### src/tem_pkg.sv
package tem_pkg;
  localparam int SYS_CLK_MHZ = 200;
  localparam int AIS_WINDOW_US = 3000;
  localparam int AIS_WINDOW_CYCLES = AIS_WINDOW_US * SYS_CLK_MHZ;
  localparam logic [3:0] REG_BPV_HIGH = 4'h0;
  localparam logic [3:0] REG_BPV_LOW = 4'h1;
  localparam logic [3:0] REG_CRC = 4'h2;
  localparam logic [3:0] REG_OOF = 4'h3;
  localparam logic [3:0] REG_FE = 4'h4;
  localparam logic [3:0] REG_STATUS_ONE = 4'h5;
  localparam logic [3:0] REG_MASK_ONE = 4'h6;
  localparam logic [3:0] REG_STATUS_TWO = 4'h7;
  localparam logic [3:0] REG_MASK_TWO = 4'h8;
  localparam logic [3:0] REG_CTRL_ONE = 4'h9;
  localparam logic [3:0] REG_CTRL_TWO = 4'ha;
  localparam int ACB_RW = 0;
  localparam int ACB_BURST = 7;
  localparam int CTL_SIG_FRAME_ERR = 3;
  localparam int CTL_AUTO_RESET = 4;
  localparam int CTL_YEL_SOURCE = 3;
  localparam int CTL_FORMAT = 4;
  localparam logic [7:0] RST_REG = 8'h00;
  localparam logic [5:0] PIN_SYNC_RST = 6'h30;
  localparam logic [7:0] CNT_MAX = 8'hff;
  localparam logic [7:0] ZERO_RUN_EIGHT = 8'h08;
  localparam logic [7:0] ZERO_RUN_SIXTEEN = 8'h10;
  localparam logic [7:0] ZERO_RUN_CARRIER = 8'hc0;
  localparam logic [6:0] CL_BLOCK_LAST = 7'h6f;
  localparam logic [6:0] CL_ONES_MIN = 7'h0e;
  localparam logic [2:0] AIS_ZEROS_MAX = 3'h5;
  localparam logic [8:0] YEL_CHAN_LAST = 9'h0ff;
  localparam logic [8:0] YEL_FDL_LAST = 9'h00f;
  localparam logic [1:0] SYM_ZERO = 2'b00;
  localparam logic [1:0] SYM_POS = 2'b10;
  localparam logic [1:0] SYM_NEG = 2'b01;
  typedef enum logic [1:0] {FB_TERMINAL = 2'b00, FB_SIGNALING = 2'b01, FB_ESF = 2'b10} tem_fbit_type;
  typedef enum logic [1:0] {SP_IDLE = 2'b00, SP_CMD = 2'b01, SP_DATA = 2'b10} tem_sp_state_type;
  typedef struct packed {
    logic fbit_valid;
    tem_fbit_type fbit_kind;
    logic fbit_err;
    logic oof_event;
    logic crc_error;
    logic sync_loss;
    logic alignment_change_flag_event;
    logic chan_valid;
    logic chan_bit2;
    logic f12_valid;
    logic f12_sbit;
    logic fdl_valid;
    logic fdl_is_00ff;
  } tem_frm_type;
endpackage

### src/tem_error_monitor.sv
`timescale 1ns/1ps
module tem_error_monitor #(
  parameter int AIS_WINDOW = tem_pkg::AIS_WINDOW_CYCLES
) (
  input wire logic i_sys_clk,
  input wire logic i_rst_b,
  input wire logic i_cs_b,
  input wire logic i_sclk,
  input wire logic i_sdi,
  output logic o_sdo,
  output logic o_sdo_oe_b,
  input wire logic i_rclk,
  input wire logic i_rx_positive_rail,
  input wire logic i_rx_negative_rail,
  input wire tem_pkg::tem_frm_type i_frm,
  output logic [7:0] o_rx_ctrl_one,
  output logic [7:0] o_rx_ctrl_two,
  output logic o_yellow_alarm_flag,
  output logic o_int_b
);
  import tem_pkg::*;

  function automatic logic hit(input logic [3:0] a, input logic [3:0] r);
    return a == r;
  endfunction

  // ----------------------------------------------------------------
  // Pin synchronisers
  // ----------------------------------------------------------------
  logic [5:0] pin_s1;
  logic [5:0] pin_s2;
  logic sclk_prev;
  logic rclk_prev;

  always_ff @(posedge i_sys_clk or negedge i_rst_b) begin
    if (!i_rst_b) begin
      pin_s1 <= PIN_SYNC_RST;
      pin_s2 <= PIN_SYNC_RST;
      sclk_prev <= 1'b1;
      rclk_prev <= 1'b0;
    end else begin
      pin_s1 <= {i_cs_b, i_sclk, i_sdi, i_rclk, i_rx_positive_rail, i_rx_negative_rail};
      pin_s2 <= pin_s1;
      sclk_prev <= pin_s2[4];
      rclk_prev <= pin_s2[2];
    end
  end

  wire cs_b = pin_s2[5];
  wire sclk_rise = pin_s2[4] & ~sclk_prev;
  wire sclk_fall = ~pin_s2[4] & sclk_prev;
  wire sdi = pin_s2[3];
  wire bit_stb = pin_s2[2] & ~rclk_prev;

  // ----------------------------------------------------------------
  // Serial port
  // ----------------------------------------------------------------
  tem_sp_state_type state;
  logic [2:0] bit_cnt;
  logic [7:0] sh;
  logic [7:0] tx;
  logic [3:0] addr;
  logic rw;
  logic burst;
  logic tx_load;

  wire [7:0] next_sh = {sdi, sh[7:1]};
  wire byte_done = sclk_rise & (bit_cnt == 3'h7);
  wire cmd_done = (state == SP_CMD) & byte_done & ~cs_b;
  wire data_done = (state == SP_DATA) & byte_done & ~cs_b;
  wire wr_stb = data_done & ~rw;
  wire rd_done = data_done & rw;

  always_ff @(posedge i_sys_clk or negedge i_rst_b) begin
    if (!i_rst_b) begin
      state <= SP_IDLE;
      bit_cnt <= 3'h0;
      sh <= RST_REG;
      addr <= REG_BPV_HIGH;
      rw <= 1'b0;
      burst <= 1'b0;
    end else if (cs_b) begin
      state <= SP_IDLE;
      bit_cnt <= 3'h0;
      burst <= 1'b0;
    end else begin
      if (state != SP_IDLE && sclk_rise) begin
        sh <= next_sh;
        bit_cnt <= bit_cnt + 3'h1;
      end
      unique case (state)
        SP_IDLE: state <= SP_CMD;
        SP_CMD: begin
          if (byte_done) begin
            rw <= next_sh[ACB_RW];
            addr <= next_sh[4:1];
            burst <= next_sh[ACB_BURST] & hit(next_sh[4:1], REG_BPV_HIGH);
            state <= SP_DATA;
          end
        end
        SP_DATA: begin
          if (byte_done && burst) begin
            addr <= addr + 4'h1;
          end
        end
      endcase
    end
  end

  wire [7:0] reg_view [0:15];
  wire [7:0] rd_data = reg_view[addr];

  always_ff @(posedge i_sys_clk or negedge i_rst_b) begin
    if (!i_rst_b) begin
      tx_load <= 1'b0;
      tx <= RST_REG;
      o_sdo <= 1'b0;
      o_sdo_oe_b <= 1'b1;
    end else begin
      tx_load <= cmd_done | (data_done & burst);
      o_sdo_oe_b <= ~(~cs_b & (state == SP_DATA) & rw);
      if (tx_load) begin
        tx <= rd_data;
      end else if (sclk_fall && state == SP_DATA && rw && !cs_b) begin
        o_sdo <= tx[0];
        tx <= {1'b0, tx[7:1]};
      end
    end
  end

  // ----------------------------------------------------------------
  // Control, mask and BPV storage
  // ----------------------------------------------------------------
  logic [7:0] mask_one;
  logic [7:0] mask_two;
  logic [15:0] bpv_count;
  logic [7:0] bpv_low_stage;

  wire esf = o_rx_ctrl_two[CTL_FORMAT];

  // The low byte waits in a stage so both halves of the BPV count change together.
  always_ff @(posedge i_sys_clk or negedge i_rst_b) begin
    if (!i_rst_b) begin
      o_rx_ctrl_one <= RST_REG;
      o_rx_ctrl_two <= RST_REG;
      mask_one <= RST_REG;
      mask_two <= RST_REG;
      bpv_count <= {RST_REG, RST_REG};
      bpv_low_stage <= RST_REG;
    end else begin
      if (wr_stb && hit(addr, REG_CTRL_ONE)) o_rx_ctrl_one <= next_sh;
      if (wr_stb && hit(addr, REG_CTRL_TWO)) o_rx_ctrl_two <= next_sh;
      if (wr_stb && hit(addr, REG_MASK_ONE)) mask_one <= next_sh;
      if (wr_stb && hit(addr, REG_MASK_TWO)) mask_two <= next_sh;
      if (wr_stb && hit(addr, REG_BPV_LOW)) bpv_low_stage <= next_sh;
      if (wr_stb && hit(addr, REG_BPV_HIGH)) bpv_count <= {next_sh, bpv_low_stage};
    end
  end

  // ----------------------------------------------------------------
  // Error counters
  // ----------------------------------------------------------------
  wire fe_kind_ok = esf ? (i_frm.fbit_kind == FB_ESF) : ((i_frm.fbit_kind == FB_TERMINAL) |
    ((i_frm.fbit_kind == FB_SIGNALING) & o_rx_ctrl_one[CTL_SIG_FRAME_ERR]));
  wire fe_ev = i_frm.fbit_valid & i_frm.fbit_err & fe_kind_ok;
  wire auto_clear = rd_done & o_rx_ctrl_one[CTL_AUTO_RESET];
  wire [2:0] cnt_event = {fe_ev, i_frm.oof_event, i_frm.crc_error};
  wire [2:0] cnt_clear = {auto_clear, auto_clear, auto_clear | ~esf};
  wire [2:0] cnt_load = {wr_stb & hit(addr, REG_FE), wr_stb & hit(addr, REG_OOF), wr_stb & hit(addr, REG_CRC)};
  wire [7:0] cnt_value [0:2];
  wire [2:0] cnt_ovf;

  generate
    for (genvar i = 0; i < 3; i++) begin : g_cnt
      tem_sat_counter u_cnt (
        .i_sys_clk(i_sys_clk),
        .i_rst_b(i_rst_b),
        .i_clear(cnt_clear[i]),
        .i_load(cnt_load[i]),
        .i_load_value(next_sh),
        .i_hold(i_frm.sync_loss),
        .i_event(cnt_event[i]),
        .o_count(cnt_value[i]),
        .o_overflow(cnt_ovf[i])
      );
    end
  endgenerate

  // ----------------------------------------------------------------
  // Line monitor and yellow alarm
  // ----------------------------------------------------------------
  wire zero8;
  wire zero16;
  wire carrier_loss;
  wire ais;
  wire b8zs_word;

  tem_line_monitor #(.AIS_WINDOW(AIS_WINDOW)) u_line (
    .i_sys_clk(i_sys_clk),
    .i_rst_b(i_rst_b),
    .i_bit_stb(bit_stb),
    .i_pos(pin_s2[1]),
    .i_neg(pin_s2[0]),
    .o_zero8(zero8),
    .o_zero16(zero16),
    .o_carrier_loss(carrier_loss),
    .o_ais(ais),
    .o_b8zs_word(b8zs_word)
  );

  logic [8:0] yel_run;
  wire yel_sbit_mode = ~esf & o_rx_ctrl_two[CTL_YEL_SOURCE];

  always_ff @(posedge i_sys_clk or negedge i_rst_b) begin
    if (!i_rst_b) begin
      yel_run <= 9'h000;
      o_yellow_alarm_flag <= 1'b0;
    end else if (esf) begin
      if (i_frm.fdl_valid && i_frm.fdl_is_00ff) begin
        yel_run <= (yel_run == YEL_FDL_LAST) ? yel_run : yel_run + 9'h001;
        if (yel_run == YEL_FDL_LAST) o_yellow_alarm_flag <= 1'b1;
      end else if (i_frm.fdl_valid) begin
        yel_run <= 9'h000;
        o_yellow_alarm_flag <= 1'b0;
      end
    end else if (yel_sbit_mode) begin
      if (i_frm.f12_valid) o_yellow_alarm_flag <= i_frm.f12_sbit;
    end else if (i_frm.chan_valid && !i_frm.chan_bit2) begin
      yel_run <= (yel_run == YEL_CHAN_LAST) ? yel_run : yel_run + 9'h001;
      if (yel_run == YEL_CHAN_LAST) o_yellow_alarm_flag <= 1'b1;
    end else if (i_frm.chan_valid) begin
      yel_run <= 9'h000;
      o_yellow_alarm_flag <= 1'b0;
    end
  end

  // ----------------------------------------------------------------
  // Status registers and interrupt
  // ----------------------------------------------------------------
  logic [7:0] status_one;
  logic [7:0] status_two;
  logic cl_prev;
  logic ais_prev;

  // Live conditions feed the set term every cycle, so a read cannot clear an alarm that persists.
  wire [7:0] status_one_set = {zero8, zero16, carrier_loss, o_yellow_alarm_flag,
    i_frm.sync_loss, b8zs_word, ais, i_frm.alignment_change_flag_event};
  wire [7:0] status_two_set = {1'b0, cl_prev & ~carrier_loss, ais_prev & ~ais, fe_ev, cnt_ovf, 1'b0};
  wire status_one_clr = rd_done & ~burst & hit(addr, REG_STATUS_ONE);
  wire status_two_clr = rd_done & ~burst & hit(addr, REG_STATUS_TWO);
  wire int_pending = |((status_one & mask_one) | (status_two & mask_two));

  always_ff @(posedge i_sys_clk or negedge i_rst_b) begin
    if (!i_rst_b) begin
      status_one <= RST_REG;
      status_two <= RST_REG;
      cl_prev <= 1'b0;
      ais_prev <= 1'b0;
      o_int_b <= 1'b1;
    end else begin
      cl_prev <= carrier_loss;
      ais_prev <= ais;
      status_one <= (status_one & ~{8{status_one_clr}}) | status_one_set;
      status_two <= (status_two & ~{8{status_two_clr}}) | status_two_set;
      o_int_b <= ~int_pending;
    end
  end

  assign reg_view[REG_BPV_HIGH] = bpv_count[15:8];
  assign reg_view[REG_BPV_LOW] = bpv_count[7:0];
  assign reg_view[REG_CRC] = cnt_value[0];
  assign reg_view[REG_OOF] = cnt_value[1];
  assign reg_view[REG_FE] = cnt_value[2];
  assign reg_view[REG_STATUS_ONE] = status_one;
  assign reg_view[REG_MASK_ONE] = mask_one;
  assign reg_view[REG_STATUS_TWO] = status_two;
  assign reg_view[REG_MASK_TWO] = mask_two;
  assign reg_view[REG_CTRL_ONE] = o_rx_ctrl_one;
  assign reg_view[REG_CTRL_TWO] = o_rx_ctrl_two;
  generate
    for (genvar j = 11; j < 16; j++) begin : g_unmapped
      assign reg_view[j] = RST_REG;
    end
  endgenerate
endmodule

### src/tem_sat_counter.sv
`timescale 1ns/1ps
module tem_sat_counter (
  input wire logic i_sys_clk,
  input wire logic i_rst_b,
  input wire logic i_clear,
  input wire logic i_load,
  input wire logic [7:0] i_load_value,
  input wire logic i_hold,
  input wire logic i_event,
  output logic [7:0] o_count,
  output logic o_overflow
);
  import tem_pkg::*;

  wire counting = i_event & ~i_hold & ~i_clear & ~i_load;

  assign o_overflow = counting & (o_count == CNT_MAX);

  always_ff @(posedge i_sys_clk or negedge i_rst_b) begin
    if (!i_rst_b) begin
      o_count <= RST_REG;
    end else if (i_clear) begin
      o_count <= RST_REG;
    end else if (i_load) begin
      o_count <= i_load_value;
    end else if (counting && o_count != CNT_MAX) begin
      o_count <= o_count + 8'h01;
    end
  end
endmodule

### src/tem_line_monitor.sv
`timescale 1ns/1ps
module tem_line_monitor #(
  parameter int AIS_WINDOW = tem_pkg::AIS_WINDOW_CYCLES
) (
  input wire logic i_sys_clk,
  input wire logic i_rst_b,
  input wire logic i_bit_stb,
  input wire logic i_pos,
  input wire logic i_neg,
  output logic o_zero8,
  output logic o_zero16,
  output logic o_carrier_loss,
  output logic o_ais,
  output logic o_b8zs_word
);
  import tem_pkg::*;

  localparam int WIN_W = $clog2(AIS_WINDOW);

  logic [7:0] zero_run;
  logic [6:0] blk_pos;
  logic [6:0] blk_ones;
  logic [WIN_W-1:0] win_cnt;
  logic [2:0] win_zeros;
  logic [15:0] window;
  logic last_pos;
  logic fresh;

  wire mark = i_pos | i_neg;
  wire [6:0] next_ones = blk_ones + {6'h00, mark};
  wire win_end = (win_cnt == WIN_W'(AIS_WINDOW - 1));
  wire [2:0] next_zeros = (i_bit_stb && !mark && win_zeros != 3'h7) ? win_zeros + 3'h1 : win_zeros;
  wire [1:0] sym_v = last_pos ? SYM_POS : SYM_NEG;
  wire [1:0] sym_b = last_pos ? SYM_NEG : SYM_POS;
  wire b8zs_match = (window == {SYM_ZERO, SYM_ZERO, SYM_ZERO, sym_v, sym_b, SYM_ZERO, sym_b, sym_v});

  assign o_zero8 = (zero_run >= ZERO_RUN_EIGHT);
  assign o_zero16 = (zero_run >= ZERO_RUN_SIXTEEN);
  assign o_b8zs_word = fresh & b8zs_match;

  // The window is counted in system clock cycles so that a stopped line clock still ends it.
  always_ff @(posedge i_sys_clk or negedge i_rst_b) begin
    if (!i_rst_b) begin
      zero_run <= RST_REG;
      blk_pos <= 7'h00;
      blk_ones <= 7'h00;
      o_carrier_loss <= 1'b0;
      win_cnt <= '0;
      win_zeros <= 3'h0;
      o_ais <= 1'b0;
      window <= 16'h0000;
      last_pos <= 1'b0;
      fresh <= 1'b0;
    end else begin
      fresh <= i_bit_stb;
      win_cnt <= win_end ? '0 : win_cnt + WIN_W'(1);
      win_zeros <= win_end ? 3'h0 : next_zeros;
      if (win_end) begin
        o_ais <= (next_zeros <= AIS_ZEROS_MAX);
      end
      if (i_bit_stb) begin
        zero_run <= mark ? RST_REG : ((zero_run == CNT_MAX) ? zero_run : zero_run + 8'h01);
        window <= {window[13:0], i_pos, i_neg};
        if (window[15:14] != SYM_ZERO) begin
          last_pos <= window[15];
        end
        if (blk_pos == CL_BLOCK_LAST) begin
          blk_pos <= 7'h00;
          blk_ones <= 7'h00;
          if (next_ones >= CL_ONES_MIN) begin
            o_carrier_loss <= 1'b0;
          end
        end else begin
          blk_pos <= blk_pos + 7'h01;
          blk_ones <= next_ones;
        end
        if (!mark && zero_run == ZERO_RUN_CARRIER - 8'h01) begin
          o_carrier_loss <= 1'b1;
        end
      end
    end
  end
endmodule

### config.mk
export PLATFORM = sky130hd
export DESIGN_NAME = tem_error_monitor
export DESIGN_NICKNAME = d
export VERILOG_FILES = /design/src/tem_pkg.sv /design/src/tem_error_monitor.sv /design/src/tem_sat_counter.sv /design/src/tem_line_monitor.sv
export SDC_FILE = /design/constraint.sdc
export NUM_CORES = 1
export LEC_CHECK = 0
export BUFFER_PORTS_ARGS = -buffer_cell sky130_fd_sc_hd__buf_2
export CORE_MARGIN = 5
export CORE_UTILIZATION = 43
export DETAILED_ROUTE_END_ITERATION = 8
export GPL_TIMING_DRIVEN = 0
export PLACE_DENSITY_LB_ADDON = 0.2
export RECOVER_POWER = 100
export SLEW_MARGIN = 20
export SYNTH_ARGS = -nofsm -noshare
export SYNTH_HDL_FRONTEND = slang
export SYNTH_SLANG_ARGS = --single-unit
### constraint.sdc
create_clock -name i_sys_clk -period 3.2 [get_ports i_sys_clk]
set_input_delay 0.48 -clock i_sys_clk [delete_from_list [all_inputs] [get_ports i_sys_clk]]
set_output_delay 0.48 -clock i_sys_clk [all_outputs]
set_load 0.05 [all_outputs]
* After elaboration in Yosys (flattened, before gate mapping) *
Cells that the tools add are included.

word-level totals
  flip-flop bits (word level) = 218

operators by class
  multiplexer cells = 55
  add/sub/neg operators = 11
  bitwise gates (word level) = 72
  reductions and logical operators = 53
  eq/ne operators = 40
  $lt $le $gt $ge = 5

operators with widths
  cell                     number
  $mux W8                  15
  $mux W9                  8
  $and A1 B1 Y1            40
  $eq A8 B8 Y1 const B     5
  $add A8 B1 Y8 const B    4
  $and A8 B8 Y8            4
  $bmux W8 S4              1
  $ne A8 B8 Y1 const B     3
  $add A20 B1 Y20 const B  1
  $eq A20 B20 Y1 const B   1
  $mux W20                 1
  $logic_and A1 B1 Y1      19
  $not A1 Y1               18
  $reduce_bool A2 Y1       9
  $eq A16 B10 Y1           1
  $eq A4 B3 Y1 const B     4
  $mux W1                  16
  $not A8 Y8               2
  $or A8 B8 Y8             2
  $ne A3 B3 Y1 const B     5
  $reduce_bool A3 Y1       5
  $mux W7                  2
  $eq A4 B4 Y1 const B     3
  $mux W3                  4
  other kinds (38)         63

* Longest topological paths before layout *
Gate-level depths: netlist of the first run.

  depth in word-level cells = 15
  gate-level depth with buffers = 10
  gate-level depth less buffers = 10

* Modules after synthesis *
A second synthesis of the first run with hierarchy kept.

second synthesis, totals
  cell total of the unflattened synthesis = 934
  area, all modules = 11,050.6 um^2

by module, submodules not included
  module             sequential area each (um^2)  area an instance (um^2)  times used  cells an instance
  tem_error_monitor  3,211.8                      6,142.1                  1           461
  tem_line_monitor   1,626.6                      3,271.9                  1           302
  tem_sat_counter    200.2                        545.5                    3           57

* Worst setup path after synthesis of the first run *
No wires, ideal clock.

  path kind = register to register
  from = register yel_run[0]
  to = register yel_run[2]
  slack = 781 ps
  setup time = 134 ps
  stages on the path, launching flop included = 11
  data arrival time = 2,285 ps
  path through = dfrtp_1 > ha_1 > and3_1 > and3_1 > and3_1 > ha_1 > nor2b_1 > o41ai_2 > o21ai_1 > o211ai_1 > o31ai_1

on the way
  longest elaborated chain between the ends = 5

RTL lines
  element                 line                                                RTL
  start, declared         tem_error_monitor.sv:211                            logic [8:0] yel_run;
  start signal, assigned  tem_error_monitor.sv:220                            yel_run <= (yel_run == YEL_FDL_LAST) ? yel_run : yel_run + 9'h001;
  start signal, assigned  tem_error_monitor.sv:229                            yel_run <= (yel_run == YEL_CHAN_LAST) ? yel_run : yel_run + 9'h001;
  $add A9 B1 Y9           tem_error_monitor.sv:220, tem_error_monitor.sv:229
  $mux W9                 tem_error_monitor.sv:229
  $mux W9                 tem_error_monitor.sv:228                            end else if (i_frm.chan_valid && !i_frm.chan_bit2) begin
  $mux W9                 tem_error_monitor.sv:226                            end else if (yel_sbit_mode) begin
  $mux W9                 tem_error_monitor.sv:218                            end else if (esf) begin

Several ways; a longest one is shown, not always the timed one. The select of a mux whose other input is x is not followed.
A chain may end at the register's enable or synchronous reset.

* Worst setup path in the final report of the first run *
  from = register addr[1]
  to = register mask_two[3]

on the way
  longest elaborated chain between the ends = 2

RTL lines
  element                 line                      RTL
  start, declared         tem_error_monitor.sv:62   logic [3:0] addr;
  start signal, assigned  tem_error_monitor.sv:96   addr <= next_sh[4:1];
  start signal, assigned  tem_error_monitor.sv:103  addr <= addr + 4'h1;
  $eq A4 B4 Y1            tem_error_monitor.sv:24   return a == r;
  $logic_and A1 B1 Y1     tem_error_monitor.sv:154  if (wr_stb && hit(addr, REG_MASK_TWO)) mask_two <= next_sh;
  end signal, assigned    tem_error_monitor.sv:154
  end, declared           tem_error_monitor.sv:135  logic [7:0] mask_two;

Every way passes these cells.

==> results.md, run 1 <==
- Power per Cell Area: 579 nW/um2
- Worst path buffer plus inverter count: 3
- Global-route wire length before repair: 41200 um
- Remaining design rule violation count: 0
- Top cell type's share of synthesized area: 49.6%
- Vias in the first global route: 7576
- Classification of the worst setup path: flop to flop
- Fraction of the yosys area taken by sequential cells: 51.3%
- Synth Register Bits: 217
- Worst rel slew slack: 20.6%
- Buffer depth of the longest clock path: 3
- Number of antenna cells inserted: 0
- Worst-Margin Slew: 1190 ps
- Biggest area contributors in the synthesized netlist: dfrtp_1 50%, mux2_2 5.9%, nand2_1 4.6%
- Async set-reset flop share out of synthesis: 100%
- Core box area: 24300 um2
- Count of hold-fix buffers inserted at cts: 1
- Synth area leader: dfrtp_1
- Routed wire per std cell: 18.1 um
- Count of placed standard cells including taps: 1338
- Internal: 5.09 mW
- Overall power after layout: 6.93 mW
- Antenna violations before repair: 0
- Starting DRT DRC Count: 448
- Clock buffers created by TritonCTS: 24
- Post-detailed-route count of antenna-violating nets: 0
- Layout Area Growth over Synthesis: 13.0%
- Yosys synthesis warning count: 0
- Peak supply drop: 0.423 mV
- Switching Fraction: 26.6%
- Most common cell after layout, fill and taps aside: dfrtp_1
- Net count reported at finish: 1082
- Worst-skew pair later-pin latency: 510 ps
- Final critical-path required period: 2900 ps
- WP data arrival: 3290 ps
- Top-level port count: 42
- H-tree depth: 1
- Number of cells produced by synthesis: 971
- Delay of the slowest cell on the worst path: 570 ps
- Outcome: complete, no violations
- Min-delay worst type: input port to flop
- Total Routed Length: 25000 um
- Fraction of power consumed by the clock network: 41.1%
- Most frequent cells in the layout: 210 x dfrtp_1, 132 x nand2_1, 69 x nor2_1
- Post-Route Utilization: 49.3%
- Most common cell on crit path: clkbuf_1
- Relative contribution of sequential cells to total power: 47.2%
- Finished Cell Area: 12000 um2
- Synthesized net count: 1012
- Placer's final routability congestion estimate: 0.851
- Category of the worst setup path launch point: flop
- Clock transition at the registers of the reported paths: 60 ps
- Combinational share of power: 11.7%
- Netlist Area Pre-Place: 10600 um2
- Global-route congestion overflow total: 0
- Sw power: 1.84 mW
- Total setup buffers inserted after CTS: 0
- Setup TNS Final: 0 ps
- Family with the most delay on the worst path: buffers and inverters
- Maximum fanout encountered on the critical timing path: 10
- Skew final: 8.46 ps
- Post-synthesis average cell area: 10.9 um2
- Site Rows: 57
- Die Area: 27900 um2
- Initial standard-cell utilization of the core: 43.6%
- Width of the chip: 167 um
- Clock tree root buffer cell: clkbuf_16
- Part of the cycle the worst path needs: 90.7%
- Setup-violating endpoint count in the final report: 0
- Primary FF master, synth: dfrtp_1
- TritonCTS Sinks: 217
- Number of buffers added on ports: 41
- CP startpoint: addr[1]
- Layout cells sized above 1: 14.8%
- Die height: 167 um
- Distinct cells, synth: 84
- Setup repair after global routing missed its margin: false
- Worst hold path startpoint: i_sclk
- Via count: 7670
- Crit Reg-Reg Startpoint: addr[1]
- Kind of end point of the critical path: flop
- Achievable Freq: 0.344 GHz
- Number of hold violations in the final report: 0
- Number of synthesized flops with an enable pin: 0
- Critical path, cell by cell: clkbuf_1, clkbuf_1, inv_1, ha_1, nor2b_1, nand2_1, mux2_2
- Largest net degree at the start of global routing: 97
- Final number of max-transition violations: 0
- Clock tree from TritonCTS: yes
- Slowest-stage cell, CP: clkbuf_1
- Global-route usage over all layers: 17.9%
- Reported leakage power: 5.32 nW
- Data required time of the critical path: 3590 ps
- Final HPWL from detailed placement: 17600 um
- Vias/cell: 5.55
- Maxcap violations: 0
- Detailed-router iteration count before antenna repair: 5
- Post-placement cell area: 11300 um2
- Number of cells in the finished layout apart from fillers: 1383
- Post-cts repair resize count: 0
==> per-stage QoR <==
step,hold WS [ps],worst slack (ps)
floorplan,184,781
global placement,333,-2220
detailed placement,335,445
CTS,51.7,431
global route,52.2,156
finish,69.3,296
==> power by group through the flow <==
stage	Clock, mW	Combinational, mW	Sequential [mW]
after floorplan	0	0.565	3.23
after global placement	0	0.794	3.31
after detailed placement	0	0.824	3.31
after CTS	2.92	0.832	3.27
after global routing	3.04	0.917	3.31
final	2.85	0.812	3.27
==> final cells by class <==
| cell class | instances | area [um2] |
|---|---|---|
| repair buffers | 44 | 225 |
| plain buffers | 35 | 150 |
| fillers | 2226 | 12300 |
| flip-flops and latches | 217 | 5440 |
| clock inverters | 7 | 90.1 |
| clock buffers | 37 | 741 |
| inverters | 23 | 86.3 |
| multi-input cells | 696 | 4850 |
| well taps | 324 | 405 |
==> cells in the mapped netlist (4+ instances only) <==
| cell type | number |
|---|---|
| and3_1 | 10 |
| nor2_1 | 69 |
| dfrtp_1 | 210 |
| buf_2 | 9 |
| mux4_2 | 16 |
| nand2b_1 | 10 |
| nor4bb_1 | 5 |
| nand3_1 | 38 |
| a22oi_1 | 10 |
| ha_1 | 19 |
| o21ai_0 | 55 |
| inv_1 | 21 |
| dfstp_2 | 7 |
| mux2i_1 | 22 |
| and2_1 | 6 |
| xnor2_1 | 23 |
| mux2_2 | 56 |
| xor2_1 | 17 |
| a21o_1 | 7 |
| and4_1 | 6 |
| nand2_1 | 131 |
| a21oi_1 | 35 |
| o31ai_1 | 11 |
| nor4_1 | 10 |
| nand4_1 | 11 |
| a22o_1 | 7 |
| o21a_1 | 4 |
| a211oi_1 | 15 |
| nor3_1 | 19 |
| nor2b_1 | 9 |
| clkbuf_1 | 21 |
| mux2_4 | 8 |
==> sequential cells by signal (all words and copies together) (netlist names), 9 cells and up <==
signal and count:
u_line.win_cnt 20, u_line.window 16, yel_run 9, g_cnt.u_cnt.o_count 24, bpv_count 16
==> metal layers <==
layer,GRT usage [%],share of wire (%),vias up
li1,-,-,3648
met1,24.2,45,3824
met2,30.5,49,148
met3,2.39,3.5,50
met4,4.98,2.9,0
met5,0,0,-
==> logic make-up after synthesis <==
| family | synth area share, % |
|---|---|
| compound gates | 11.3 |
| xor+xnor | 3.30 |
| fa+ha+maj | 2.24 |
| buf+inv | 2.34 |
| flops | 51.3 |
| mux | 12.7 |
| simple gates | 16.9 |
==> path summary, 6_finish.rpt <==
kind	end	slack, ps	depth (start not counted)
worst min register to register	pin_s2[3]	350	0
max in group asynchronous	pin_s2[3]	640	3
worst max register to register	mask_two[3]	300	7
min in group asynchronous	addr[3]	760	2
worst max-delay path	mask_two[3]	300	7
worst min-delay path	pin_s1[4]	70	1
(Power assumes the default switching activity.)
==> run 2, diff against run 1 <==
--- a/config.mk
+++ b/config.mk
@@ -6,11 +6,12 @@
 export NUM_CORES = 1
 export LEC_CHECK = 0
 export BUFFER_PORTS_ARGS = -buffer_cell sky130_fd_sc_hd__buf_2
-export CORE_MARGIN = 5
+export CORE_MARGIN = 10
 export CORE_UTILIZATION = 43
+export CTS_CLUSTER_SIZE = 8
 export DETAILED_ROUTE_END_ITERATION = 8
 export GPL_TIMING_DRIVEN = 0
-export PLACE_DENSITY_LB_ADDON = 0.2
+export PLACE_DENSITY = 0.63
 export RECOVER_POWER = 100
 export SLEW_MARGIN = 20
 export SYNTH_ARGS = -nofsm -noshare
==> run 2 against run 1 <==
First-iteration DRC count grew 18%; core utilization grew 0.35 points; sequential share of layout area shrank 0.32 points; total power grew 2.2%; die area grew 12%; largest power group unchanged; critical path type unchanged; global-route usage shrank 1.7 points; maximum frequency shrank 0.76%; clock skew grew 3.3 ps; clock-buffer cell count grew 19; the run now ends with max-capacitance violations, max-slew violations left; critical endpoint is now bpv_count[13]; cell count grew 1.0%; wire length grew 1.5%; hold slack lost 31 ps.
==> results.md, run 2 (synthesis results as in run 1) <==
- Classification of the worst setup path: flop to flop (unchanged)
- Family with the most delay on the worst path: buffers and inverters (unchanged)
- Outcome: complete, but fails checks (was complete, no violations)
- Die Area: 31300 um2 (was 27900 um2)
- Die height: 177 um (was 167 um)
- Critical path, cell by cell: clkbuf_1, clkbuf_1, inv_1, ha_1, nor2b_1, nand2_1, buf_6, mux2_4 (was clkbuf_1, clkbuf_1, inv_1, ha_1, nor2b_1, nand2_1, mux2_2)
- Final HPWL from detailed placement: 17600 um (about the same)
- Power per Cell Area: 587 nW/um2 (was 579 nW/um2)
- Largest registers in the final layout: g_cnt.u_cnt.o_count x24, u_line.win_cnt x20 (unchanged)
- Reported leakage power: 5.35 nW (was 5.32 nW)
- Part of the cycle the worst path needs: 91.4% (was 90.7%)
- Layout cells sized above 1: 14.4% (was 14.8%)
- Detailed-router iteration count before antenna repair: 5 (unchanged)
- Number of antenna cells inserted: 0 (unchanged)
- Worst rel slew slack: -5.89% (was 20.6%)
- Worst-case register-to-register setup slack: 270 ps (was 300 ps)
- Layout Area Growth over Synthesis: 13.8% (was 13.0%)
- Max reg flops: 24 (unchanged)
- Total Routed Length: 25400 um (was 25000 um)
- Antenna violations before repair: 0 (unchanged)
- Number of buffers added on ports: 41 (unchanged)
- Crit Reg-Reg Startpoint: addr[1] (unchanged)
- Delay of the slowest cell on the worst path: 530 ps (was 570 ps)
- Slowest-stage cell, CP: clkbuf_1 (unchanged)
- GR Util met3: 2.58% (was 2.39%)
- Core box area: 24300 um2 (unchanged)
- Clock buffers created by TritonCTS: 31 (was 24)
- Worst-Margin Slew: 1590 ps (was 1190 ps)
- Most frequent cells in the layout: 210 x dfrtp_1, 133 x nand2_1, 76 x clkbuf_1 (was 210 x dfrtp_1, 132 x nand2_1, 69 x nor2_1)
- Largest net degree at the start of global routing: 99 (was 97)
- Depth of the most critical reg-to-reg path: 8 (was 7)
- Skew final: 11.8 ps (was 8.46 ps)
- Starting DRT DRC Count: 529 (was 448)
- Peak supply drop: 0.419 mV (was 0.423 mV)
- Terminus of the critical flop-to-flop path: bpv_count[13] (was mask_two[3])
- Failing checks: max-capacitance violations, max-slew violations
- Post-Route Utilization: 49.6% (was 49.3%)
- Post-detailed-route count of antenna-violating nets: 0 (unchanged)
- Site Rows: 57 (unchanged)
- Vias/cell: 5.53 (was 5.55)
- Buffer depth of the longest clock path: 3 (unchanged)
- Final critical-path required period: 2930 ps (was 2900 ps)
- Final number of max-transition violations: 26 (was 0)
- Data required time of the critical path: 3620 ps (was 3590 ps)
- Via count: 7721 (was 7670)
- Remaining design rule violation count: 0 (unchanged)
- Net count reported at finish: 1089 (was 1082)
- Post-cts repair resize count: 0 (unchanged)
- Most common cell on crit path: clkbuf_1 (unchanged)
- Clock transition at the registers of the reported paths: 60 ps (about the same)
- H-tree depth: 1 (unchanged)
- Number of cells on the worst hold path: 1 (unchanged)
- Met1 track demand over resource: 21.2% (was 24.2%)
- Levels on crit path: 8 (was 7)
- Post-placement cell area: 11300 um2 (unchanged)
- Worst path buffer plus inverter count: 4 (was 3)
- Top-level port count: 42 (unchanged)
- Setup repair after global routing missed its margin: false (unchanged)
- WP data arrival: 3350 ps (was 3290 ps)
- Global-route wire length before repair: 41000 um (was 41200 um)
- Vias in the first global route: 7645 (was 7576)
- Routed wire per std cell: 18.2 um (was 18.1 um)
- Achievable Freq: 0.342 GHz (was 0.344 GHz)
- Most used routing layer: met2 (unchanged)
- Maximum fanout encountered on the critical timing path: 10 (unchanged)
- Finished Cell Area: 12100 um2 (was 12000 um2)
- Min-delay worst type: input port to flop (unchanged)
- Met2 track demand over resource: 26.6% (was 30.5%)
- Placer's final routability congestion estimate: 0.872 (was 0.851)
- Most common cell after layout, fill and taps aside: dfrtp_1 (unchanged)
- Global-route congestion overflow total: 0 (unchanged)
- Register with the most flip-flops: g_cnt.u_cnt.o_count (unchanged)
- Category of the worst setup path launch point: flop (unchanged)
- Clock tree from TritonCTS: yes (unchanged)
- Clock tree root buffer cell: clkbuf_16 (unchanged)
- Number of hold violations in the final report: 0 (unchanged)
- TritonCTS Sinks: 217 (unchanged)
- CP startpoint: addr[1] (unchanged)
- Width of the chip: 177 um (was 167 um)
- Setup-violating endpoint count in the final report: 0 (unchanged)
- Worst-skew pair later-pin latency: 550 ps (was 510 ps)
- Timing endpoint of the critical path: bpv_count[13] (was mask_two[3])
- Initial standard-cell utilization of the core: 43.6% (unchanged)
- Maxcap violations: 1 (was 0)
- Global-route usage over all layers: 16.2% (was 17.9%)
- Kind of end point of the critical path: flop (unchanged)
-- run 2: report_power, final --
group | switching, mW | total (mW) | internal [mW]
logic | 0.456 | 0.815 | 0.359
clock network | 1.18 | 2.99 | 1.81
registers | 0.297 | 3.28 | 2.99
-- run 2: routing by layer --
metal / vias to the layer above / wire length (um)
met5: - / 0
met4: 0 / 854
met3: 58 / 997
met2: 157 / 12100
met1: 3834 / 11400
li1: 3672 / -
-- run 2: what timing repair did --
action / CTS / global route
hold buffers: 1 / 0
endpoints found under the hold margin: 25 / 0
buffers inserted: 0 / 0
-- run 2: layout make-up --
type                            count  area (um2)
Buffer                             35         150
Inverter                           23        86.3
Tap cell                          324         405
Multi-Input combinational cell    696        4860
Clock buffer                       56         870
Sequential cell                   217        5440
Timing Repair Buffer               44         244
Clock inverter                      2        17.5
Fill cell                        2188       12300
-- run 2: worst min-delay path by stage --
stage	startpoint	endpoint	slack, ps
after detailed placement	i_rst_b	bpv_count[5]	340
after global placement	pin_s1[1]	pin_s2[1]	330
after floorplan	i_rst_b	addr[0]	180
after CTS	i_rx_negative_rail	pin_s1[0]	20
final	i_cs_b	pin_s1[5]	40
after global routing	i_rclk	pin_s1[2]	20
-- run 2: through the flow --
stage / setup TNS (ps) / cells / setup slack [ps] / hold slack, ps / total power [mW]
6_report: 0 / 1397 / 274 / 38.5 / 7.09
5_1_grt: 0 / 1397 / 82.8 / 20.5 / 7.41
4_1_cts: 0 / 1397 / 422 / 15.8 / 7.16
3_5_place_dp: 0 / 1338 / 448 / 337 / 4.14
3_3_place_gp: -461090 / 1336 / -2190 / 333 / 4.11
2_1_floorplan: 0 / 971 / 781 / 184 / 3.79
==> run 3, diff against run 2 <==
--- a/config.mk
+++ b/config.mk
@@ -6,7 +6,7 @@
 export NUM_CORES = 1
 export LEC_CHECK = 0
 export BUFFER_PORTS_ARGS = -buffer_cell sky130_fd_sc_hd__buf_2
-export CORE_MARGIN = 10
+export CORE_MARGIN = 5
 export CORE_UTILIZATION = 43
 export CTS_CLUSTER_SIZE = 8
 export DETAILED_ROUTE_END_ITERATION = 8
==> run 3 against run 2 <==
The run still ends with max-capacitance violations, max-slew violations left; via count down 1.4%; sequential share of layout area up 0.10 points; non-clock buffer count unchanged; hold slack better by 1.0 ps; maximum frequency up 4.1%; sequential power about the same; highest routed layer unchanged.
==> results.md, run 3 (synthesis results as in run 1) <==
- Outcome: complete, but fails checks (unchanged)
- Failing checks: max-capacitance violations, max-slew violations (unchanged)
- Max reg flops: 24 (unchanged)
- Total Routed Length: 24900 um (was 25400 um)
- Internal: 5.15 mW (about the same)
- Core box area: 24300 um2 (unchanged)
- Worst-skew pair later-pin latency: 540 ps (was 550 ps)
- Buffer depth of the longest clock path: 3 (unchanged)
- Maximum fanout encountered on the critical timing path: 7 (was 10)
- Relative contribution of sequential cells to total power: 46.5% (was 46.3%)
- Power per Cell Area: 586 nW/um2 (was 587 nW/um2)
- Placer's final routability congestion estimate: 0.885 (was 0.872)
- Antenna violations before repair: 0 (unchanged)
- Post-detailed-route count of antenna-violating nets: 0 (unchanged)
- Largest registers in the final layout: g_cnt.u_cnt.o_count x24, u_line.win_cnt x20 (unchanged)
- Min-delay worst type: input port to flop (unchanged)
- Slowest-stage cell, CP: o41ai_2 (was clkbuf_1)
- Clock transition at the registers of the reported paths: 50 ps (was 60 ps)
- Width of the chip: 167 um (was 177 um)
- H-tree depth: 1 (unchanged)
- Overall power after layout: 7.06 mW (was 7.09 mW)
- Post-cts repair resize count: 0 (unchanged)
- Starting DRT DRC Count: 557 (was 529)
- Number of antenna cells inserted: 0 (unchanged)
- Layout cells sized above 1: 14.0% (was 14.4%)
- Worst-Margin Slew: 1750 ps (was 1590 ps)
- Clock tree from TritonCTS: yes (unchanged)
- Setup TNS Final: 0 ps (unchanged)
- Number of cells in the finished layout apart from fillers: 1397 (unchanged)
- Family with the most delay on the worst path: compound AO/OA/AOI/OAI gates (was buffers and inverters)
- Number of hold violations in the final report: 0 (unchanged)
- Net count reported at finish: 1089 (unchanged)
- Peak supply drop: 0.458 mV (was 0.419 mV)
- Clock tree root buffer cell: clkbuf_16 (unchanged)
- Finished Cell Area: 12000 um2 (was 12100 um2)
- Classification of the worst setup path: flop to flop (unchanged)
- CP startpoint: yel_run[0] (was addr[1])
- Final critical-path required period: 2810 ps (was 2930 ps)
- Most common cell after layout, fill and taps aside: dfrtp_1 (unchanged)
- Global-route congestion overflow total: 0 (unchanged)
- Most frequent cells in the layout: 210 x dfrtp_1, 133 x nand2_1, 74 x clkbuf_1 (was 210 x dfrtp_1, 133 x nand2_1, 76 x clkbuf_1)
- Clock buffers created by TritonCTS: 31 (unchanged)
- Final HPWL from detailed placement: 17300 um (was 17600 um)
- Category of the worst setup path launch point: flop (unchanged)
- Count of placed standard cells including taps: 1338 (unchanged)
- Setup-violating endpoint count in the final report: 0 (unchanged)
- Routed wire per std cell: 17.8 um (was 18.2 um)
- Global-route usage over all layers: 18.0% (was 16.2%)
- Die Area: 27900 um2 (was 31300 um2)
- Data required time of the critical path: 3610 ps (was 3620 ps)
- Top-level port count: 42 (unchanged)
- Number of buffers added on ports: 41 (unchanged)
- Via count: 7611 (was 7721)
- Global-route wire length before repair: 41300 um (was 41000 um)
- Largest net degree at the start of global routing: 80 (was 99)
- Critical path, cell by cell: ha_1, and3_1, and3_1, and3_1, ha_1, nor2b_1, o41ai_2, o21ai_1, o211ai_1, o31ai_1 (was clkbuf_1, clkbuf_1, inv_1, ha_1, nor2b_1, nand2_1, buf_6, mux2_4)
- Achievable Freq: 0.356 GHz (was 0.342 GHz)
- Delay of the slowest cell on the worst path: 420 ps (was 530 ps)
- Initial standard-cell utilization of the core: 43.6% (unchanged)
- Post-placement cell area: 11300 um2 (unchanged)
- Sw power: 1.91 mW (was 1.94 mW)
- Layout Area Growth over Synthesis: 13.6% (was 13.8%)
- Vias in the first global route: 7577 (was 7645)
- Worst path buffer plus inverter count: 0 (was 4)
- Worst rel slew slack: -16.6% (was -5.89%)
- Register with the most flip-flops: g_cnt.u_cnt.o_count (unchanged)
- Detailed-router iteration count before antenna repair: 5 (unchanged)
- Count of hold-fix buffers inserted at cts: 1 (unchanged)
- TritonCTS Sinks: 217 (unchanged)
- Final number of max-transition violations: 66 (was 26)
- Worst hold path startpoint: i_cs_b (unchanged)
- Most common cell on crit path: and3_1 (was clkbuf_1)
- Reported leakage power: 5.34 nW (was 5.35 nW)
- Part of the cycle the worst path needs: 87.8% (was 91.4%)
- Site Rows: 57 (unchanged)
- Kind of end point of the critical path: flop (unchanged)
- Crit Reg-Reg Startpoint: yel_run[0] (was addr[1])
- Skew final: 12.4 ps (was 11.8 ps)
- Remaining design rule violation count: 0 (unchanged)
- Switching Fraction: 27.0% (was 27.3%)
- Setup repair after global routing missed its margin: false (unchanged)
- Die height: 167 um (was 177 um)
- Total setup buffers inserted after CTS: 0 (unchanged)
- Fraction of power consumed by the clock network: 42.1% (was 42.2%)
- Vias/cell: 5.45 (was 5.53)
- WP data arrival: 3220 ps (was 3350 ps)
- Maxcap violations: 1 (unchanged)
- Combinational share of power: 11.5% (about the same)
## run 3: final timing paths
| kind | to | slack, ps | cells past startpoint |
|---|---|---|---|
| max | yel_run[2] | 390 | 10 |
| min | pin_s1[5] | 40 | 1 |
| max reg2reg | yel_run[2] | 390 | 10 |
| min reg2reg | pin_s2[2] | 340 | 0 |
| max in group asynchronous | o_int_b | 1080 | 3 |
| min in group asynchronous | bpv_count[11] | 960 | 2 |
## run 3: worst reg2reg max path, cell delays in order, from the launching register on
cell,delay [ps]
dfrtp_1,410
ha_1,240
and3_1,200
and3_1,200
and3_1,190
ha_1,210
nor2b_1,140
o41ai_2,420
o21ai_1,320
o211ai_1,250
o31ai_1,90
## run 3: power groups by stage
stage          sequential [mW]  combinational, mW  clock [mW]
5_1_grt                   3.32              0.918        3.17
4_1_cts                   3.28              0.825        3.04
6_report                  3.28              0.810        2.97
3_3_place_gp              3.31              0.791           0
2_1_floorplan             3.23              0.565           0
3_5_place_dp              3.32              0.817           0
## run 3: through the flow
step                      hold slack [ps]  setup slack, ps  utilization, %
after floorplan                       184              781               -
after global placement                333            -2170            46.1
after detailed placement              336              426            46.4
after CTS                            18.9              392            50.1
after global routing                 18.1              150            49.5
final                                39.5              390            49.5
## run 3: layer usage
layer / part of all wire [%] / vias up / track usage [%]
li1: - / 3672 / -
met4: 3.0 / 0 / 5.23
met1: 45 / 3767 / 24.9
met2: 48 / 122 / 29.6
met5: 0 / - / 0
met3: 3.5 / 50 / 2.77
## run 3: layout make-up
cell class                      instances  area, um2
Timing Repair Buffer                   44        245
Clock buffer                           56        870
Sequential cell                       217       5440
Buffer                                 35        151
Inverter                               23       86.3
Multi-Input combinational cell        696       4830
Tap cell                              324        405
Fill cell                            2231      12300
Clock inverter                          2       17.5
